==> src/pss_pkg.sv <==
// shared constants and carriers for the program sequencer
package pss_pkg;
	// register map, byte addresses on the axi4-lite slave
	localparam int unsigned ADDR_W   = 4;
	localparam logic [3:0]  ADDR_PCL = 4'h0;
	localparam logic [3:0]  ADDR_CTL = 4'h4;
	localparam logic [3:0]  ADDR_STA = 4'h8;
	// control register fields and reset value
	localparam int unsigned CTL_RC_BIT  = 0;
	localparam int unsigned CTL_EXT_BIT = 1;
	localparam int unsigned CTL_TMR_BIT = 2;
	localparam logic [2:0]  CTL_RESET   = 3'h0;
	// status register fields
	localparam int unsigned STA_EXEC_BIT  = 16;
	localparam int unsigned STA_PHASE_LSB = 24;
	// axi response codes
	localparam logic [1:0] RESP_OKAY   = 2'h0;
	localparam logic [1:0] RESP_SLVERR = 2'h2;
	// special program addresses
	localparam logic [10:0] VEC_RESET = 11'h000;
	localparam logic [10:0] VEC_EXT   = 11'h004;
	localparam logic [10:0] VEC_TMR   = 11'h008;
	// return stack depth
	localparam int unsigned STACK_DEPTH = 2;
	// the four instruction phases, one-hot
	typedef enum logic [3:0] {
		PH_T1 = 4'h1,
		PH_T2 = 4'h2,
		PH_T3 = 4'h4,
		PH_T4 = 4'h8
	} pss_phase_t;
	// instruction classes reported by the decoder
	typedef enum logic [2:0] {
		OP_SEQ  = 3'h0,
		OP_SKIP = 3'h1,
		OP_JUMP = 3'h2,
		OP_CALL = 3'h3,
		OP_RET  = 3'h4,
		OP_INTERRUPT_RETURN = 3'h5
	} pss_op_t;
	// command from the decoder for the executing instruction
	typedef struct packed {
		logic       valid;
		pss_op_t    op;
		logic [10:0] target;
	} pss_cmd_t;
	// interrupt request or acknowledge pair
	typedef struct packed {
		logic ext;
		logic tmr;
	} pss_irq_t;
endpackage

==> src/pss_phase_gen.sv <==
`timescale 1ns/1ps
// four-phase divider and phase-clock pin driver
module pss_phase_gen
	import pss_pkg::*;
(
	// clock and reset
	input  wire logic clk,
	input  wire logic rst,
	// rc oscillator option
	input  wire logic rc_sel,
	// phase outputs
	output pss_phase_t phase,
	output logic       osc_out
);
	// whole state of the divider
	typedef struct packed {
		pss_phase_t phase;
		logic       osc;
	} pss_pg_state_t;

	pss_pg_state_t s_q;  // registered state
	pss_pg_state_t s_d;  // next state

	// rotate through the phases
	always_comb begin
		s_d = s_q;
		case (s_q.phase)
			PH_T1: s_d.phase = PH_T2;
			PH_T2: s_d.phase = PH_T3;
			PH_T3: s_d.phase = PH_T4;
			PH_T4: s_d.phase = PH_T1;
			default: s_d.phase = PH_T1;
		endcase
		s_d.osc = rc_sel && (s_d.phase == PH_T1);
	end

	// state register, first cycle after reset is t1
	always_ff @(posedge clk or posedge rst) begin
		if (rst) begin
			s_q <= '{phase: PH_T1, osc: 1'b0};
		end else begin
			s_q <= s_d;
		end
	end

	assign phase   = s_q.phase;
	assign osc_out = s_q.osc;
endmodule

==> src/pss_top.sv <==
`timescale 1ns/1ps
module pss_top
	import pss_pkg::*;
#(
	parameter int unsigned PC_W = 11
) (
	// clock and reset
	input  wire logic              clk,
	input  wire logic              rst,
	// axi4-lite write channels
	input  wire logic [ADDR_W-1:0] s_axi_awaddr,
	input  wire logic              s_axi_awvalid,
	output logic                   s_axi_awready,
	input  wire logic [31:0]       s_axi_wdata,
	input  wire logic [3:0]        s_axi_wstrb,
	input  wire logic              s_axi_wvalid,
	output logic                   s_axi_wready,
	output logic [1:0]             s_axi_bresp,
	output logic                   s_axi_bvalid,
	input  wire logic              s_axi_bready,
	// axi4-lite read channels
	input  wire logic [ADDR_W-1:0] s_axi_araddr,
	input  wire logic              s_axi_arvalid,
	output logic                   s_axi_arready,
	output logic [31:0]            s_axi_rdata,
	output logic [1:0]             s_axi_rresp,
	output logic                   s_axi_rvalid,
	input  wire logic              s_axi_rready,
	// decoder side
	input  wire pss_cmd_t          cmd_i,
	output logic                   exec_valid,
	output pss_phase_t             phase,
	// program memory side
	output logic [PC_W-1:0]        fetch_addr,
	output logic                   fetch_stb,
	// interrupt logic side
	input  wire pss_irq_t          irq_req,
	output pss_irq_t               irq_ack,
	// phase clock pin
	output logic                   osc_out
);
	localparam int unsigned LVL_W = $clog2(STACK_DEPTH + 1);
	localparam logic [LVL_W-1:0] LVL_FULL = LVL_W'(STACK_DEPTH);

	if (PC_W < 9 || PC_W > 11) begin : g_pcw_chk
		$error("pss_top: PC_W must be 9, 10 or 11");
	end

	// whole state of the sequencer and its slave
	typedef struct packed {
		logic [PC_W-1:0]                  pc;          // next fetch address
		logic [PC_W-1:0]                  fetch_addr;  // address fetched at t1
		logic                             fetch_stb;   // t1 fetch pulse
		logic                             fetch_ok;    // prefetch still wanted
		logic                             exec_valid;  // executing slot is real
		pss_irq_t                         irq_ack;     // acknowledge pulses
		logic [STACK_DEPTH-1:0][PC_W-1:0] stk;         // entry 0 is newest
		logic [LVL_W-1:0]                 lvl;         // filled levels
		logic                             pcl_pend;    // low-byte write waiting
		logic [7:0]                       pcl_data;    // its value
		logic [2:0]                       ctl;         // control bits
		logic                             aw_got;      // address held
		logic [ADDR_W-1:0]                aw_addr;
		logic                             w_got;       // data held
		logic [7:0]                       w_data;
		logic                             w_strb;
		logic                             awready;
		logic                             wready;
		logic                             bvalid;
		logic [1:0]                       bresp;
		logic                             arready;
		logic                             rvalid;
		logic [1:0]                       rresp;
		logic [31:0]                      rdata;
	} pss_state_t;

	pss_state_t s_q;       // registered state
	pss_state_t s_d;       // next state
	logic       take_op;   // branching class at t4
	logic       redirect;  // prefetch thrown away at t4
	logic       can_irq;   // interrupt may be acknowledged

	// phase divider, also drives the pin
	pss_phase_gen u_phase (
		.clk    (clk),
		.rst    (rst),
		.rc_sel (s_q.ctl[CTL_RC_BIT]),
		.phase  (phase),
		.osc_out(osc_out)
	);

	// sequencing, stack and register slave
	always_comb begin
		s_d           = s_q;
		s_d.fetch_stb = 1'b0;
		s_d.irq_ack   = '0;
		take_op       = 1'b0;
		redirect      = 1'b0;
		can_irq       = 1'b0;

		if (phase == PH_T1) begin
			s_d.fetch_addr = s_q.pc;
			s_d.fetch_stb  = 1'b1;
			s_d.pc         = s_q.pc + 1'b1;
			s_d.exec_valid = s_q.fetch_ok;
			s_d.fetch_ok   = 1'b1;
		end

		// execution point at t4
		if (phase == PH_T4) begin
			take_op = s_q.exec_valid && cmd_i.valid && (cmd_i.op != OP_SEQ);
			// full stack withholds the acknowledge
			// irq waits for a quiet slot and a free level
			can_irq = s_q.exec_valid && !take_op && !s_q.pcl_pend
				&& (s_q.lvl < LVL_FULL);
			if (take_op) begin
				redirect = 1'b1;
				case (cmd_i.op)
					OP_SKIP: begin
						// prefetch dropped, pc already past it
						s_d.pc = s_d.pc;
					end
					OP_JUMP: begin
						s_d.pc = cmd_i.target[PC_W-1:0];
					end
					OP_CALL: begin
						s_d.pc = cmd_i.target[PC_W-1:0];
						for (int i = STACK_DEPTH - 1; i > 0; i--) begin
							s_d.stk[i] = s_q.stk[i-1];
						end
						s_d.stk[0] = s_q.fetch_addr;
						if (s_q.lvl < LVL_FULL) begin
							s_d.lvl = s_q.lvl + 1'b1;
						end
					end
					OP_RET, OP_INTERRUPT_RETURN: begin
						s_d.pc = s_q.stk[0];
						for (int i = 0; i < STACK_DEPTH - 1; i++) begin
							s_d.stk[i] = s_q.stk[i+1];
						end
						if (s_q.lvl != '0) begin
							s_d.lvl = s_q.lvl - 1'b1;
						end
					end
					default: begin
						redirect = 1'b0;
					end
				endcase
			end else if (s_q.pcl_pend) begin
				// page bits kept, low byte replaced
				redirect     = 1'b1;
				s_d.pcl_pend = 1'b0;
				s_d.pc       = {s_q.pc[PC_W-1:8], s_q.pcl_data};
			end else if (can_irq && irq_req.ext && s_q.ctl[CTL_EXT_BIT]) begin
				redirect        = 1'b1;
				s_d.irq_ack.ext = 1'b1;
				s_d.pc          = VEC_EXT[PC_W-1:0];
			end else if (can_irq && irq_req.tmr && s_q.ctl[CTL_TMR_BIT]) begin
				redirect        = 1'b1;
				s_d.irq_ack.tmr = 1'b1;
				s_d.pc          = VEC_TMR[PC_W-1:0];
			end
			if (s_d.irq_ack.ext || s_d.irq_ack.tmr) begin
				for (int i = STACK_DEPTH - 1; i > 0; i--) begin
					s_d.stk[i] = s_q.stk[i-1];
				end
				s_d.stk[0] = s_q.fetch_addr;
				s_d.lvl    = s_q.lvl + 1'b1;
			end
			if (redirect) begin
				s_d.fetch_ok = 1'b0;
			end
		end

		// axi write: address and data in either order
		if (s_q.awready && s_axi_awvalid) begin
			s_d.aw_got  = 1'b1;
			s_d.aw_addr = s_axi_awaddr;
		end
		if (s_q.wready && s_axi_wvalid) begin
			s_d.w_got  = 1'b1;
			s_d.w_data = s_axi_wdata[7:0];
			s_d.w_strb = s_axi_wstrb[0];
		end
		if (s_q.bvalid && s_axi_bready) begin
			s_d.bvalid = 1'b0;
		end
		// commit once both halves are held; set beats the t4 clear
		if (s_d.aw_got && s_d.w_got && !s_d.bvalid) begin
			s_d.aw_got = 1'b0;
			s_d.w_got  = 1'b0;
			s_d.bvalid = 1'b1;
			s_d.bresp  = RESP_OKAY;
			case (s_d.aw_addr)
				ADDR_PCL: begin
					if (s_d.w_strb) begin
						s_d.pcl_pend = 1'b1;
						s_d.pcl_data = s_d.w_data;
					end
				end
				ADDR_CTL: begin
					if (s_d.w_strb) begin
						s_d.ctl = s_d.w_data[2:0];
					end
				end
				ADDR_STA: begin
					// read-only, write ignored
					s_d.bresp = RESP_OKAY;
				end
				default: begin
					s_d.bresp = RESP_SLVERR;
				end
			endcase
		end
		s_d.awready = !s_d.aw_got && !s_d.bvalid;
		s_d.wready  = !s_d.w_got && !s_d.bvalid;

		// axi read: one cycle to rvalid
		if (s_q.rvalid && s_axi_rready) begin
			s_d.rvalid = 1'b0;
		end
		if (s_q.arready && s_axi_arvalid) begin
			s_d.rvalid = 1'b1;
			s_d.rresp  = RESP_OKAY;
			s_d.rdata  = '0;
			case (s_axi_araddr)
				ADDR_PCL: s_d.rdata[7:0] = s_q.pc[7:0];
				ADDR_CTL: s_d.rdata[2:0] = s_q.ctl;
				ADDR_STA: begin
					s_d.rdata[PC_W-1:0]                  = s_q.pc;
					s_d.rdata[STA_EXEC_BIT]              = s_q.exec_valid;
					s_d.rdata[STA_PHASE_LSB +: 4]        = phase;
				end
				default: s_d.rresp = RESP_SLVERR;
			endcase
		end
		s_d.arready = !s_d.rvalid;
	end

	// state register
	always_ff @(posedge clk or posedge rst) begin
		if (rst) begin
			s_q <= '0;
		end else begin
			s_q <= s_d;
		end
	end

	// outputs straight from flops
	assign s_axi_awready = s_q.awready;
	assign s_axi_wready  = s_q.wready;
	assign s_axi_bresp   = s_q.bresp;
	assign s_axi_bvalid  = s_q.bvalid;
	assign s_axi_arready = s_q.arready;
	assign s_axi_rdata   = s_q.rdata;
	assign s_axi_rresp   = s_q.rresp;
	assign s_axi_rvalid  = s_q.rvalid;
	assign exec_valid    = s_q.exec_valid;
	assign fetch_addr    = s_q.fetch_addr;
	assign fetch_stb     = s_q.fetch_stb;
	assign irq_ack       = s_q.irq_ack;
endmodule

==> config.mk <==
export PLATFORM = sky130hd
export DESIGN_NAME = pss_top
export DESIGN_NICKNAME = d
export VERILOG_FILES = /design/src/pss_pkg.sv /design/src/pss_phase_gen.sv /design/src/pss_top.sv
export SDC_FILE = /design/constraint.sdc
export NUM_CORES = 1
export LEC_CHECK = 0
export BUFFER_PORTS_ARGS = -buffer_cell sky130_fd_sc_hd__buf_2
export CORE_UTILIZATION = 53
export CTS_CLUSTER_DIAMETER = 40
export DETAILED_ROUTE_END_ITERATION = 7
export GPL_TIMING_DRIVEN = 1
export PLACE_DENSITY_LB_ADDON = 0.3
export SYNTH_ARGS = -nofsm -noshare
export SYNTH_HDL_FRONTEND = slang
export SYNTH_SLANG_ARGS = --single-unit
==> constraint.sdc <==
create_clock -name clk -period 3 [get_ports clk]
set_input_delay 0 -clock clk [delete_from_list [all_inputs] [get_ports clk]]
set_output_delay 0 -clock clk [all_outputs]
set_load 0.02 [all_outputs]
After elaboration in Yosys (flattened, before gate mapping)
Index checks and enable logic that the tools add are counted.

word-level totals
  register bits after elaboration = 108
  input port bits = 68
  output and inout bits = 61
  word-level logic and storage cells = 143

operators by class
  add/sub/neg operators = 3
  magnitude comparators = 1
  equality and inequality tests = 17
  mux-type cells = 48
  reductions and logical operators = 45

operators by type and width
  kind                                                 number
  2-to-1 mux 11 bit                                    6
  2-to-1 mux 24 bit                                    2
  2-to-1 mux 35 bit                                    1
  2-to-1 mux 27 bit                                    1
  one-hot mux 13 bit (2 select lines)                  1
  2-to-1 mux 25 bit                                    1
  one-hot mux 11 bit (2 select lines)                  1
  logical AND 1 bit                                    19
  2-to-1 mux 9 bit                                     2
  2-to-1 mux 1 bit                                     15
  2-to-1 mux 2 bit                                     7
  2-to-1 mux 13 bit                                    1
  equality test 4 x 3 -> 1 bit, second input constant  3
  equality test 4 bit, second input constant           3
  2-to-1 mux 3 bit                                     4
  one-hot mux 4 bit (3 select lines)                   1
  AND reduction 3 bit                                  4
  adder 11 x 1 -> 11 bit, second input constant        1
  2-to-1 mux 10 bit                                    1
  2-to-1 mux 5 bit                                     2
  equality test 4 x 1 -> 1 bit, second input constant  2
  zero test 4 bit                                      2
  zero test 1 bit                                      7
  equality test 3 x 2 -> 1 bit, second input constant  2
  other kinds (17)                                     25

Depth between registers and ports, before layout
  depth in word-level cells = 21
  mapped depth = 7
  gate-level depth less buffers = 7

Modules after synthesis
Synthesis repeated with hierarchy kept, for this count alone.

second synthesis, totals
  cells, all modules = 452
  area, all modules = 5094.9 µm²

modules (own cells, without submodules)
  module         instances  cells an instance  area each (µm²)  sequential area each (µm²)
  pss_top        1          438                4894.7           2527.4
  pss_phase_gen  1          14                 200.2            126.4

Least setup slack after synthesis
Ideal clock, no wire load.

  path kind = reg-to-reg
  start = register s_q, in the netlist s_axi_awready
  end = register s_q[59] (netlist bit)
  library setup time = 0.125 ns
  arrival = 2.133 ns
  required time = 2.875 ns
  setup slack = 0.742 ns
  stages on the path, launching flop included = 6
  buffers on the path = 0
  clock period less this slack = 2.258 ns
  cell sequence = dfrtp_1 -> a211o_1 -> a211o_1 -> or4_4 -> nor2_8 -> mux2_2

between the ends
  word-level cells in the longest chain between the ends = 5
  elaborated cells on any way between the ends = 6
  classes of those cells = mux (1); reduce/logical (5)

ends and longest elaborated chain
  element                                   line            RTL
  start, declared                           pss_top.sv:77   pss_state_t s_q;
  start signal, assigned                    pss_top.sv:243  s_q <= '0;
  start signal, assigned                    pss_top.sv:245  s_q <= s_d;
  logical AND 1 bit (*)                     pss_top.sv:176  if (s_q.awready && s_axi_awvalid) begin
  2-to-1 mux 5 bit (*)                      pss_top.sv:176
  logical AND 1 bit (2 in a row)            pss_top.sv:189  if (s_d.aw_got && s_d.w_got && !s_d.bvalid) begin
  AND reduction 3 bit (no source line) (*)  n/a

Every way passes the cells marked *; elsewhere a longest branch is shown, timed or not.
A chain may end at the register's enable or synchronous reset.

Worst setup path after layout
  start = register u_phase.s_q, in the netlist u_phase.phase[0]
  end = register s_q[117] (netlist bit)

between the ends
  word-level cells in the longest chain between the ends = 7
  elaborated cells on any way between the ends = 10
  classes of those cells = eq/ne (3); mux (7)

ends and longest elaborated chain
  element                       line                 RTL
  start, declared               pss_phase_gen.sv:21  pss_pg_state_t s_q;
  start signal, assigned        pss_phase_gen.sv:40  s_q <= '{phase: PH_T1, osc: 1'b0};
  equality test 4 x 1 -> 1 bit  pss_top.sv:101       if (phase == PH_T1) begin
  2-to-1 mux 25 bit             pss_top.sv:101
  2-to-1 mux 11 bit             pss_top.sv:158       end else if (can_irq && irq_req.tmr && s_q.ctl[CTL_TMR_BIT]) begin
  2-to-1 mux 11 bit             pss_top.sv:154       end else if (can_irq && irq_req.ext && s_q.ctl[CTL_EXT_BIT]) begin
  2-to-1 mux 11 bit             pss_top.sv:149       end else if (s_q.pcl_pend) begin
  2-to-1 mux 11 bit             pss_top.sv:116       if (take_op) begin
  2-to-1 mux 11 bit             pss_top.sv:110       if (phase == PH_T4) begin

Parallel ways exist; a longest one is shown, timed or not. The select of a mux whose other input is x is not followed.

==> flow_summary.toml <==
[clock_tree]
clock_latency_ns = 0.38
clkSinkCount = 105
cts_max_level = 3
cts.clk_slew.worst_paths_ns = 0.10
clock_tree_from_tritoncts = "built"
clockBufferDepth = 2
total_clock_buffers_created_by_cts = 9
ctsRootBufferMaster = "clkbuf_8"

[cells_and_area]
layout.cells.most_common = "dfrtp_1"
area_growth_syn_to_layout_pct = 12.6
layoutNonFillerInstCount = 680
mostFrequentLayoutCells = "dfrtp_1, buf_2, nand2_1"
insertedDiodeCount = 0
final_net_count = 618
drive_above_1_share_pct = 27.4

[route]
dr_total_vias = 3668
routed_via_density = 5.39
postRouteAntennaNets = 0
first_iter_violations = 217
remaining_drc_errors = 0
route.final.wire_length_mm = 10.6
dr.pass1.iters = 4
wire_per_inst_um = 15.6

[hold_path]
hold_path_end = "s_q[111]"
holdCritStartpoint = "cmd_i[3]"
hold_path_depth = 3
min-delay-path-class = "input pin to flip-flop"

[timing]
report.final.slew_viol_count = 0
timing.slew.headroom_pct = 44.9
fin_hold_viols = 0
max_clock_freq_mhz = 399
fin_tns_setup_ns = 0
post-route-period-util_pct = 83.6
final.hold.worst_slack_ns = 0.000377
timing_worst_slew_pin_value_ns = 0.814
minimum_clock_period_ns = 2.51
worst_clock_skew_ns = 0.0140
setup_viol = 0
rsz0062_at_grt = "false"
timing.final.ws_setup_ns = 0.492

[yosys]
synth-seq-area-share_pct = 51.5
synth.area.top_cells = "dfrtp_1, buf_4, nand2_1, mux2_2, mux2_4"
synth.largest_area_cell = "dfrtp_1"
post_synth.cell_area_avg_um2 = 10.8
synth_seq_cells = 105
library_cells_used_by_synthesis = 62
netlist_instances = 472
count_of_flip_flops_with_a_built_in_enable_after_synthesis = 0
yosysWarnings = 0
mappedNetlistArea_um2 = 5100
synth-async-reset-ratio_pct = 100
synth_top_area_share_pct = 51.0
synth_ff_type = "dfrtp_1"

[setup_path]
crit_path_max_fanout = 17
timing.critical_path.to_type = "flip-flop"
crit-reg2reg-launch = "u_phase.phase[0]"
rr_worst_depth = 5
critPathLaunchType = "flip-flop"
required_ns = 3.24
worstPathArrival_ns = 2.75
ff2ff_setup_slack_ns = 0.49
setup.worst_path.class = "flip-flop to flip-flop"
regToRegEndpoint = "s_q[117]"

[global_route]
first_global_vias = 3599
gr-usage-all-layers_pct = 22.3
grt_start_max_net_pins = 56
global_route.usage.met1_pct = 29.9
grt_first_pass_wirelength_mm = 17.2
grt_busiest_layer = "met2"
global_route.usage.met2_pct = 36.4
grt_antenna_before_repair = 0
grt_util_met3_pct = 4.11
global_route.overflow_total = 0

[power_and_ir_drop]
power_density_relative_to_cell_area_nw_per_um2 = 799
peakVddDrop_uv = 395
power.static_leakage_nw = 2.85

[die]
floorplan.initialDensity_pct = 54.9
top_level_ports = 129
placement_rows = 35
die_y_um = 100
dieArea_um2 = 10000
coreArea_um2 = 9280
fp.dieW_um = 100

[place]
place_inst = 643
post-dp-hpwl_mm = 7.67
io_buffer_count = 83
dp_slack_ns = 0.540
gp_congestion = 0.877

[flow_run]
timing.max_cap.violations = 0

[status]
run_status = "completed"
report_power, final:
| group | total (W) | switching (W) | internal [W] |
|---|---|---|---|
| logic | 0.00143 | 0.000770 | 0.000656 |
| registers | 0.00232 | 0.000412 | 0.00191 |
| clock network | 0.000842 | 0.000507 | 0.000335 |
kinds of logic (layout without fill, tap and decap cells):
group	Yosys count	count (layout)	synth area share [%]
flip-flops	105	105	51.5
AND/OR/NAND/NOR	131	131	12.4
AO/OA/AOI/OAI	96	96	12.8
XOR/XNOR	8	8	1.37
multiplexers	47	47	10.8
buffers and inverters	80	142	9.99
other	1	18	0.0735
adder cells (fa/ha/maj)	4	4	0.981
per-layer routing:
metal	part of all wire, %	up-vias
met3	4.8	17
li1	-	1744
met4	2.0	0
met5	0	-
met2	47	133
met1	46	1774
per-stage QoR:
step / util, % / area (µm²) / power [W]
floorplan: - / 5160 / 0.00341
global placement: 57.6 / 5350 / 0.00367
detailed placement: 57.6 / 5350 / 0.00374
CTS: 61.9 / 5740 / 0.00461
global route: 61.9 / 5740 / 0.00487
finish: 61.9 / 5740 / 0.00459
cell usage after synthesis, types with 8 or more instances:
master and n:
dfrtp_1 104, nand2_1 70, buf_4 50, mux2_2 23, nor2_1 23, a21oi_1 19
o21ai_0 18, a22oi_1 17, mux2i_1 14, inv_1 13, mux2_4 10, clkbuf_1 9
nor3_1 9, a22o_1 8
timing repair:
action                                  CTS  global route
buffers inserted                          0             0
endpoints found under the hold margin    75             0
hold buffers                             21             0
endpoints found under the setup margin    0             0
gates resized for setup                   0             0
how the worst max path moves through the flow:
stage                startpoint    endpoint  slack (ns)
2_1_floorplan               rst  exec_valid        0.24
3_3_place_gp         exec_valid     s_q[74]        0.65
3_5_place_dp   u_phase.phase[0]    s_q[117]        0.54
4_1_cts        u_phase.phase[0]    s_q[117]        0.51
5_1_grt        u_phase.phase[0]    s_q[117]        0.41
6_report       u_phase.phase[0]    s_q[117]        0.49
flip-flops by register name, indices dropped and copies added, names as in the netlist:
name and cells:
s_axi_bresp 1, s_axi_rvalid 1, exec_valid 1, s_axi_bvalid 1
irq_ack 2, s_axi_wready 1, fetch_stb 1, s_axi_rdata 16
s_axi_awready 1, u_phase.osc_out 1, s_axi_rresp 1, s_axi_arready 1
u_phase.phase 3, fetch_addr 11, s_q 63
worst max-delay path: stages, from the launching register on:
cell      delay [ns]
dfstp_2         0.60
or4b_1          0.74
nor3_1          0.49
nand2_1         0.13
a211oi_1        0.32
o22ai_1         0.12
final cells by class:
class | count | area, µm²
multi-input combinational | 304 | 2030
fill | 803 | 3540
inverter | 14 | 55.1
clock inverter | 6 | 50.0
sequential | 105 | 2630
timing repair buffer | 112 | 686
clock buffer | 10 | 138
tap | 129 | 161
Power figures use the tool's default switching activity.
